<file path="src/verilog/tcr_pkg.sv">
/*
 * Package of the tuner clock, divider and status register bank:
 * register offsets, reset values, field positions and carrier types.
 * Assumes one device clock and a protocol engine on that same clock.
 */
// Notes on behaviour
// - Divider code zero disables output; else divides.
// - Power-down stops all but bus, keeps registers.
// - Standby stops signal path only; clock output keeps running.
// - Bit zero set disables the Q channel.
// - Integer divider joins high byte and low five.
// - Status bits 4..3 show charge-pump code.
// - Power flag set at power-up, cleared by read STOP.
// - Success bit only when autoselect enabled and succeeded.
// - Idle bit low while autoselect runs.
// - Charge-pump code maps 1.5 to 3 mA.
// - Read returns status one then two, MSB first.
package tcr_pkg;

    // Register offsets on the internal write port
    localparam logic [7:0] TCR_ADDR_CLKOUT = 8'h00;
    localparam logic [7:0] TCR_ADDR_RDIV = 8'h01;
    localparam logic [7:0] TCR_ADDR_NHI = 8'h02;
    localparam logic [7:0] TCR_ADDR_NLO = 8'h03;

    // Reset values (recommended defaults)
    localparam logic [7:0] TCR_RST_CLKOUT = 8'h08;
    localparam logic [7:0] TCR_RST_RDIV = 8'h38;
    localparam logic [7:0] TCR_RST_NHI = 8'h53;
    localparam logic [7:0] TCR_RST_NLO = 8'hF8;

    // Field positions in the clock-out register
    localparam int TCR_XD_MSB = 7;
    localparam int TCR_XD_LSB = 3;
    localparam int TCR_SOFTWARE_POWER_DOWN_BIT = 2;
    localparam int TCR_SOFTWARE_STANDBY_BIT = 1;
    localparam int TCR_QUADRATURE_OUTPUT_DISABLE_BIT = 0;

    // Writable field mask of the low integer-divider register
    localparam logic [7:0] TCR_NLO_MASK = 8'hF8;

    // Charge-pump current codes
    typedef enum logic [1:0] {
        TCR_CP_1P5MA = 2'h0,
        TCR_CP_2MA = 2'h1,
        TCR_CP_2P5MA = 2'h2,
        TCR_CP_3MA = 2'h3
    } tcr_cp_t;

    // Register write request from the protocol engine
    typedef struct packed {
        logic en;
        logic [7:0] addr;
        logic [7:0] data;
    } tcr_wr_t;

    // Live state of the synthesizer and autoselect engine
    typedef struct packed {
        tcr_cp_t cp_code;
        logic vas_success;
        logic vas_busy;
        logic [1:0] vco_sel;
        logic [2:0] sub_band;
        logic [2:0] adc;
    } tcr_stat_t;

endpackage

</file>
<file path="src/verilog/tcr_regs.sv">
/*
 * Register bank of the tuner: divided crystal clock tick, power-down,
 * standby and Q controls, reference and integer dividers, and the two
 * status bytes shifted out MSB first on read.
 * Assumes the protocol engine runs on ref_clk and drives wr, rd_load,
 * rd_shift and rd_stop; synth_stat comes from analog logic, asynchronous.
 */
`timescale 1ns/1ps
module tcr_regs (
    // Clock, reset, enable
    input wire logic ref_clk,
    input wire logic rst_b,
    input wire logic clk_en,
    // Protocol engine side
    input wire tcr_pkg::tcr_wr_t wr,
    input wire logic rd_load,
    input wire logic rd_shift,
    input wire logic rd_stop,
    output logic rd_bit,
    // Synthesizer side
    input wire tcr_pkg::tcr_stat_t synth_stat,
    input wire logic vco_autoselect_enable,
    // Controls
    output logic divided_crystal_clock_output,
    output logic clock_out_buffer_enable,
    output logic software_power_down,
    output logic software_standby,
    output logic quadrature_output_disable,
    output logic signal_path_enable,
    output logic [7:0] pll_reference_divider,
    output logic [12:0] pll_integer_divider,
    output logic power_cycled_flag
);

    logic [7:0] clkout_q, clkout_d;
    logic [7:0] rdiv_q, rdiv_d;
    logic [7:0] nhi_q, nhi_d;
    logic [7:0] nlo_q, nlo_d;
    logic pwr_q, pwr_d;
    logic path_q, path_d;
    logic bufen_q, bufen_d;
    logic [4:0] cnt_q, cnt_d;
    logic tick_q, tick_d;
    logic [15:0] shift_q, shift_d;
    tcr_pkg::tcr_stat_t sync1_q, sync2_q;
    logic [4:0] xd;
    logic [7:0] status1, status2;

    assign xd = clkout_q[tcr_pkg::TCR_XD_MSB:tcr_pkg::TCR_XD_LSB];

    // Two-stage synchroniser for the analog-side status
    always_ff @(posedge ref_clk) begin
        if (!rst_b) begin
            sync1_q <= '0;
            sync2_q <= '0;
        end else if (clk_en) begin
            sync1_q <= synth_stat;
            sync2_q <= sync1_q;
        end
    end

    // Status byte assembly
    always_comb begin
        status1 = 8'h00;
        status1[4:3] = sync2_q.cp_code;
        status1[2] = pwr_q;
        status1[1] = vco_autoselect_enable & sync2_q.vas_success;
        status1[0] = ~sync2_q.vas_busy;
        status2 = {sync2_q.vco_sel, sync2_q.sub_band, sync2_q.adc};
    end

    // Register writes, power flag and read shifter
    always_comb begin
        clkout_d = clkout_q;
        rdiv_d = rdiv_q;
        nhi_d = nhi_q;
        nlo_d = nlo_q;
        pwr_d = pwr_q;
        shift_d = shift_q;
        if (wr.en) begin
            if (wr.addr == tcr_pkg::TCR_ADDR_CLKOUT) begin
                clkout_d = wr.data;
            end else if (wr.addr == tcr_pkg::TCR_ADDR_RDIV) begin
                rdiv_d = wr.data;
            end else if (wr.addr == tcr_pkg::TCR_ADDR_NHI) begin
                nhi_d = wr.data;
            end else if (wr.addr == tcr_pkg::TCR_ADDR_NLO) begin
                nlo_d = wr.data & tcr_pkg::TCR_NLO_MASK;
            end
        end
        if (rd_stop) begin
            pwr_d = 1'b0;
        end
        // byte one then two, MSB first
        if (rd_load) begin
            shift_d = {status1, status2};
        end else if (rd_shift) begin
            shift_d = {shift_q[14:0], 1'b0};
        end
    end

    // Clock output divider and enables
    always_comb begin
        cnt_d = 5'h00;
        tick_d = 1'b0;
        bufen_d = (xd != 5'h00) && !clkout_q[tcr_pkg::TCR_SOFTWARE_POWER_DOWN_BIT];
        path_d = !clkout_q[tcr_pkg::TCR_SOFTWARE_POWER_DOWN_BIT] && !clkout_q[tcr_pkg::TCR_SOFTWARE_STANDBY_BIT];
        if (bufen_d) begin
            if (cnt_q >= xd - 5'h01) begin
                tick_d = 1'b1;
            end else begin
                cnt_d = cnt_q + 5'h01;
            end
        end
    end

    // State registers
    always_ff @(posedge ref_clk) begin
        if (!rst_b) begin
            clkout_q <= tcr_pkg::TCR_RST_CLKOUT;
            rdiv_q <= tcr_pkg::TCR_RST_RDIV;
            nhi_q <= tcr_pkg::TCR_RST_NHI;
            nlo_q <= tcr_pkg::TCR_RST_NLO;
            pwr_q <= 1'b1;
            path_q <= 1'b0;
            bufen_q <= 1'b0;
            cnt_q <= 5'h00;
            tick_q <= 1'b0;
            shift_q <= 16'h0000;
        end else if (clk_en) begin
            clkout_q <= clkout_d;
            rdiv_q <= rdiv_d;
            nhi_q <= nhi_d;
            nlo_q <= nlo_d;
            pwr_q <= pwr_d;
            path_q <= path_d;
            bufen_q <= bufen_d;
            cnt_q <= cnt_d;
            tick_q <= tick_d;
            shift_q <= shift_d;
        end
    end

    // Outputs, each a flip-flop bit
    assign rd_bit = shift_q[15];
    assign divided_crystal_clock_output = tick_q;
    assign clock_out_buffer_enable = bufen_q;
    assign software_power_down = clkout_q[tcr_pkg::TCR_SOFTWARE_POWER_DOWN_BIT];
    assign software_standby = clkout_q[tcr_pkg::TCR_SOFTWARE_STANDBY_BIT];
    assign quadrature_output_disable = clkout_q[tcr_pkg::TCR_QUADRATURE_OUTPUT_DISABLE_BIT];
    assign signal_path_enable = path_q;
    assign pll_reference_divider = rdiv_q;
    assign pll_integer_divider = {nhi_q, nlo_q[7:3]};
    assign power_cycled_flag = pwr_q;

    // Checks
    property p_xd_zero_off;
        @(posedge ref_clk) disable iff (!rst_b)
        (clk_en && xd == 5'h00) |=> (!tick_q && !bufen_q);
    endproperty
    a_xd_zero_off: assert property (p_xd_zero_off) else $error("tick with divider off");

    property p_div3;
        @(posedge ref_clk) disable iff (!rst_b)
        (tick_q && xd == 5'h03 && !software_power_down && clk_en && !wr.en) ##1
        (clk_en && !wr.en) [*2] |-> ((!tick_q && !$past(tick_q)) ##1 tick_q);
    endproperty
    a_div3: assert property (p_div3) else $error("divide by three wrong");

    property p_software_power_down;
        @(posedge ref_clk) disable iff (!rst_b)
        (clk_en && software_power_down) |=> (!signal_path_enable && !tick_q);
    endproperty
    a_software_power_down: assert property (p_software_power_down) else $error("active in power-down");

    property p_software_standby;
        @(posedge ref_clk) disable iff (!rst_b)
        (clk_en && software_standby && !software_power_down && xd != 5'h00)
        |=> (!signal_path_enable && clock_out_buffer_enable);
    endproperty
    a_software_standby: assert property (p_software_standby) else $error("standby gating wrong");

    property p_quadrature_output_disable;
        @(posedge ref_clk) disable iff (!rst_b)
        (clk_en && wr.en && wr.addr == tcr_pkg::TCR_ADDR_CLKOUT)
        |=> (quadrature_output_disable == $past(wr.data[0]));
    endproperty
    a_quadrature_output_disable: assert property (p_quadrature_output_disable) else $error("Q control not written");

    property p_nlo;
        @(posedge ref_clk) disable iff (!rst_b)
        (clk_en && wr.en && wr.addr == tcr_pkg::TCR_ADDR_NLO)
        |=> (pll_integer_divider[4:0] == $past(wr.data[7:3]) && nlo_q[2:0] == 3'h0);
    endproperty
    a_nlo: assert property (p_nlo) else $error("low divider field wrong");

    property p_load;
        @(posedge ref_clk) disable iff (!rst_b)
        (clk_en && rd_load) |=> (shift_q[15:13] == 3'h0 && shift_q[11] == $past(status1[3]));
    endproperty
    a_load: assert property (p_load) else $error("status byte load wrong");

    property p_pwr_clr;
        @(posedge ref_clk) disable iff (!rst_b)
        (clk_en && rd_stop) |=> !power_cycled_flag;
    endproperty
    a_pwr_clr: assert property (p_pwr_clr) else $error("power flag not cleared");

    property p_vco_autoselect_success;
        @(posedge ref_clk) disable iff (!rst_b)
        (clk_en && rd_load && !vco_autoselect_enable) |=> !shift_q[9];
    endproperty
    a_vco_autoselect_success: assert property (p_vco_autoselect_success) else $error("success shown while disabled");

endmodule // tcr_regs

</file>
<file path="config.mk">
export PLATFORM = sky130hd
export DESIGN_NAME = tcr_regs
export DESIGN_NICKNAME = d
export VERILOG_FILES = /design/src/verilog/tcr_pkg.sv /design/src/verilog/tcr_regs.sv
export SDC_FILE = /design/constraint.sdc
export NUM_CORES = 1
export LEC_CHECK = 0
export ABC_AREA = 1
export BUFFER_PORTS_ARGS = -buffer_cell sky130_fd_sc_hd__buf_2
export CORE_UTILIZATION = 40
export DETAILED_ROUTE_END_ITERATION = 10
export GPL_TIMING_DRIVEN = 0
export HOLD_SLACK_MARGIN = 0.06
export PLACE_DENSITY_LB_ADDON = 0.15
export SYNTH_ARGS = -nofsm -noshare
export SYNTH_HDL_FRONTEND = slang
export SYNTH_SLANG_ARGS = --single-unit
</file>
<file path="constraint.sdc">
create_clock -name ref_clk -period 2.9 [get_ports ref_clk]
set_input_delay 0.145 -clock ref_clk [delete_from_list [all_inputs] [get_ports ref_clk]]
set_output_delay 0.145 -clock ref_clk [all_outputs]
set_load 0.02 [all_outputs]
</file>
Word level (Yosys, flattened, before mapping)
Cells that the tools add are included.
{"block": "word_totals", "reg_bits": 78, "input_bits": 36, "output_inout_bits": 29, "elab_cells": 52}
{"block": "op_classes", "add_sub_neg": 2, "magnitude_cmp": 1, "n_eq_ne": 3, "n_mux": 6, "bitwise": 5, "reduce_logical": 13}
{"cell": "$mux W16", "count": 2}
{"cell": "$eq A8 B2 Y1 const B", "count": 2}
{"cell": "$mux W5", "count": 2}
{"cell": "$eq A8 B1 Y1 const B", "count": 1}
{"cell": "$logic_not A8 Y1", "count": 1}
{"cell": "$reduce_and A6 Y1", "count": 1}
{"cell": "$add A5 B1 Y5 const B", "count": 1}
{"cell": "$ge A5 B5 Y1", "count": 1}
{"cell": "$reduce_and A5 Y1", "count": 1}
{"cell": "$reduce_bool A5 Y1", "count": 1}
{"cell": "$sub A5 B1 Y5 const B", "count": 1}
{"cell": "$not A1 Y1", "count": 4}
{"cell": "$reduce_and A2 Y1", "count": 2}
{"cell": "$reduce_and A4 Y1", "count": 1}
{"cell": "$reduce_and A3 Y1", "count": 1}
{"cell": "$logic_and A1 B1 Y1", "count": 2}
{"cell": "$logic_not A1 Y1", "count": 2}
{"cell": "$mux W1", "count": 2}
{"cell": "$reduce_bool A2 Y1", "count": 1}
{"cell": "$and A1 B1 Y1", "count": 1}

Longest topological paths before layout
{"block": "logic_depth", "word_depth": 4, "depth_mapped": 14, "ltp_nobuf": 14}

Worst setup path after synthesis
Ideal clock, no wire load.
{"block": "synth_path", "path_kind": "register to register", "startpoint": "reg clkout_q[3]", "endpoint": "reg cnt_q[1]", "setup_time_ns": 0.070, "arrival_ns": 1.639, "t_required_ns": 2.830, "slack_ns": 1.191, "path_stages_with_launch": 15, "n_path_buf": 0, "period_less_slack_ns": 1.709, "cell_sequence": "dfxtp_1 -> inv_1 -> ha_1 -> nand2_1 -> nand2_1 -> nand2_1 -> inv_1 -> ha_1 -> nand2_1 -> inv_1 -> nand2_1 -> nand2_1 -> nor2_1 -> nand2_1 -> a21oi_1"}
{"block": "synth_between", "elab_chain_cells": 4}
{"element": "start: declaration", "line_no": "tcr_regs.sv:35", "rtl": "logic [7:0] clkout_q, clkout_d;"}
{"element": "start signal: assignment", "line_no": "tcr_regs.sv:120", "rtl": "clkout_q <= tcr_pkg::TCR_RST_CLKOUT;"}
{"element": "start signal: assignment", "line_no": "tcr_regs.sv:131", "rtl": "clkout_q <= clkout_d;"}
{"element": "$sub A5 B1 Y5", "line_no": "tcr_regs.sv:109", "rtl": "if (cnt_q >= xd - 5'h01) begin"}
{"element": "$ge A5 B5 Y1", "line_no": "tcr_regs.sv:109"}
{"element": "$mux W5", "line_no": "tcr_regs.sv:109"}
{"element": "$mux W5 *", "line_no": "tcr_regs.sv:108", "rtl": "if (bufen_d) begin"}
{"element": "end signal: assignment", "line_no": "tcr_regs.sv:138", "rtl": "cnt_q <= cnt_d;"}
{"element": "end: declaration", "line_no": "tcr_regs.sv:42", "rtl": "logic [4:0] cnt_q, cnt_d;"}
Mark *: on every way between the ends. The rest lies on a longest branch, timed or not.
A chain may end at the register's enable or synchronous reset.

Final worst setup path
{"block": "layout_path", "startpoint": "reg clkout_q[3]", "endpoint": "reg cnt_q[2]"}
The elaborated chain is that of the path after synthesis.

==> results.sh <==
export IMPL_async_flop_share_pct=0
export IMPL_ant_nets=0
export IMPL_crit_required_ns=3.17
export IMPL_final_setup_skew_ns=0.00843
export IMPL_vias=3084
export IMPL_cts_root_buf="clkbuf_8"
export IMPL_worstHoldStart="vco_autoselect_enable"
export IMPL_rows=32
export IMPL_synth_distinct_cells=28
export IMPL_yosysTopAreaCell="dfxtp_1"
export IMPL_synth_area_top_cells="dfxtp_1, nor2_1, nand2_1"
export IMPL_finalHoldViolations=0
export IMPL_grt_pass1_vias=2859
export IMPL_synthTopCellsByCount="nor2_1, nand2_1, dfxtp_1"
export IMPL_worstReg2RegStart="clkout_q[3]"
export IMPL_path_clk_slew_ns=0.08
export IMPL_min_path_type="input port to flip-flop"
export IMPL_path_buf_inv=2
export IMPL_max_slew_margin_rel_pct=67.6
export IMPL_dp_hpwl_um=5810
export IMPL_crit_slowest_cell="dfxtp_1"
export IMPL_antennaDiodeCount=0
export IMPL_io_pins=65
export IMPL_powerDensity_nw_per_um2=532
export IMPL_crit_start="clkout_q[3]"
export IMPL_peakVddDrop_mv=0.286
export IMPL_nNetsFinal=582
export IMPL_setup_viol=0
export IMPL_crit_path_max_incr_delay_ns=0.36
export IMPL_tns_ns=0
export IMPL_tightestPinTransition_ns=0.486
export IMPL_synth_area_um2=3290
export IMPL_period_minus_slack_ns=2.01
export IMPL_path_class="flip-flop to flip-flop"
export IMPL_grt_overflow=0
export IMPL_synth_cells=451
export IMPL_synth_seq_area_share_pct=47.5
export IMPL_antenna_found_initial=0
export IMPL_cts_buffer_depth=2
export IMPL_synth_edf_count=0
export IMPL_end_kind="flip-flop"
export IMPL_cts_htree_levels=3
export IMPL_placed_area_um2=3730
export IMPL_avgSynthCellArea_um2=7.29
export IMPL_post_route_period_util_pct=69.2
export IMPL_port_buffers=63
export IMPL_cp_cell_sequence="inv_1 > ha_1 > nand2_1 > nand2_1 > nand2_1 > inv_1 > ha_1 > a21oi_1 > nand2_1 > nor2_1 > nand2_1 > a21oi_1"
export IMPL_crit_top_cell="nand2_1"
export IMPL_wl_um=7940
export IMPL_status="finished, final reports clean"
export IMPL_routed_via_density=4.78
export IMPL_fp_dieW_um=92.7
export IMPL_synth_top_area_share_pct=47.5
export IMPL_critPathTopFamily="simple AND/OR/NAND/NOR gates"
export IMPL_place_congestion=0.772
export IMPL_drc=0
export IMPL_worst_endpoint_arrival_ns=2.28
export IMPL_design_area_um2=4080
export IMPL_wl_per_cell_um=12.3
export IMPL_areaGrowthSynthToFinish_pct=24.0
export IMPL_drtIter0Drc=143
export IMPL_grt_max_degree=13
export IMPL_insertion_delay_ns=0.35
export IMPL_die_h_um=92.7
export IMPL_numCtsBuffers=9
export IMPL_dieArea_um2=8590
export IMPL_initial_core_util_pct=41.9
export IMPL_cts_sinks=78
export IMPL_synth_most_common_cell="nor2_1"
export IMPL_p_leak_nw=1.86
export IMPL_synthesis_nets=494
export IMPL_ys_ff_latch=78
export IMPL_firstDrtPassIters=4
export IMPL_synth_flop_cell="dfxtp_1"
export IMPL_worstPathMaxFanout=5
export IMPL_max_freq_ghz=0.498
export IMPL_grtUsageTotal_pct=20.0
export IMPL_rsz0062_at_grt="no"
export IMPL_maxCapViolCount=0
export IMPL_critPathLaunchType="flip-flop"
export IMPL_post_cts_buffers=0
export IMPL_cts_tree="built"
export IMPL_coreArea_um2=7850
export IMPL_drive_gt1_share_pct=19.5
export IMPL_yosys_warnings=0
export IMPL_slew_viol_final=0
export IMPL_grt_pass1_wl_um=13400
-- final timing paths --
path / slack (ns) / endpoint / cells after the start
worst min-delay path: 0.09 / shift_q[9] / 3
worst max register to register: 0.89 / cnt_q[2] / 12
worst min register to register: 0.46 / nlo_q[4] / 2
worst max-delay path: 0.89 / cnt_q[2] / 12
-- cell families after synthesis --
group	share of synthesized area, %
fa+ha+maj	2.66
compound gates	11.4
flops	47.5
xor+xnor	0.799
buf+inv	6.62
simple gates	31.0
-- per-stage QoR --
stage | hold WS (ns) | worst slack, ns | util [%] | power, mW | std cells
2_1_floorplan | 0.258 | 1.19 | - | 1.26 | 451
3_3_place_gp | 0.365 | 0.971 | 47.6 | 1.33 | 616
3_5_place_dp | 0.372 | 0.901 | 47.6 | 1.33 | 616
4_1_cts | 0.0822 | 0.893 | 52.0 | 2.19 | 645
5_1_grt | 0.0894 | 0.624 | 52.0 | 2.27 | 645
6_report | 0.0884 | 0.893 | 52.0 | 2.17 | 645
-- cell type report --
class	instances	area (um2)
Inverter	31	119
Timing Repair Buffer	77	455
Tap cell	102	128
Multi-Input combinational cell	322	1510
Clock inverter	3	42.5
Buffer	20	98.8
Fill cell	830	3770
Sequential cell	78	1560
Clock buffer	12	165
-- where the power goes --
group	total (mW)	switching [mW]	internal (mW)
registers	1.13	0.0207	1.11
clock network	0.849	0.387	0.462
logic	0.189	0.115	0.0740
total	2.17	0.523	1.65
-- worst min-delay path: stages --
cell and delay, ns:
buf_2 0.09, nand3_1 0.08, a31oi_1 0.08
-- layer usage --
layer,global-route usage (%),up-vias,share of wire (%)
met5,0,-,0
met4,6.67,0,1.1
met3,4.68,8,3.7
met2,31.3,52,44
met1,27.1,1389,51
li1,-,1635,-
-- cells in the final DEF (no fill, tap or decap) --
master         instances
bufinv_16              1
o21ai_1               14
a211oi_1               1
buf_6                  1
a21oi_1               13
inv_2                  5
nor3_1                 4
nor2_1                96
a31oi_1               11
clkbuf_1              10
clkbuf_8              12
dlygate4sd3_1         14
xnor2_1                3
nor2_2                 2
nand3b_1               1
nand4_2                1
buf_2                 70
ha_1                   7
nand4_4                1
o21ai_0               31
buf_4                  2
dfxtp_1               78
nor2_4                 2
nand2_1               95
clkinvlp_4             1
o21ai_2                1
clkinv_2               3
inv_1                 24
nand2_2                3
nand3_1               33
nand4_1                2
nand2_4                1
-- repair_timing --
| item | CTS | global route |
|---|---|---|
| hold endpoints to repair | 14 | 0 |
| gates resized for setup | 0 | 0 |
| hold buffers | 14 | 0 |
-- state kept, by name, indices dropped and copies added, names as in the netlist --
signal	cells
shift_q	16
status1	2
sync2_q	2
power_cycled_flag	1
nlo_q	5
divided_crystal_clock_output	1
pll_reference_divider	8
nhi_q	8
cnt_q	5
sync1_q	12
clkout_q	8
clock_out_buffer_enable	1
signal_path_enable	1
status2	8
Power figures use the tool's default switching activity.
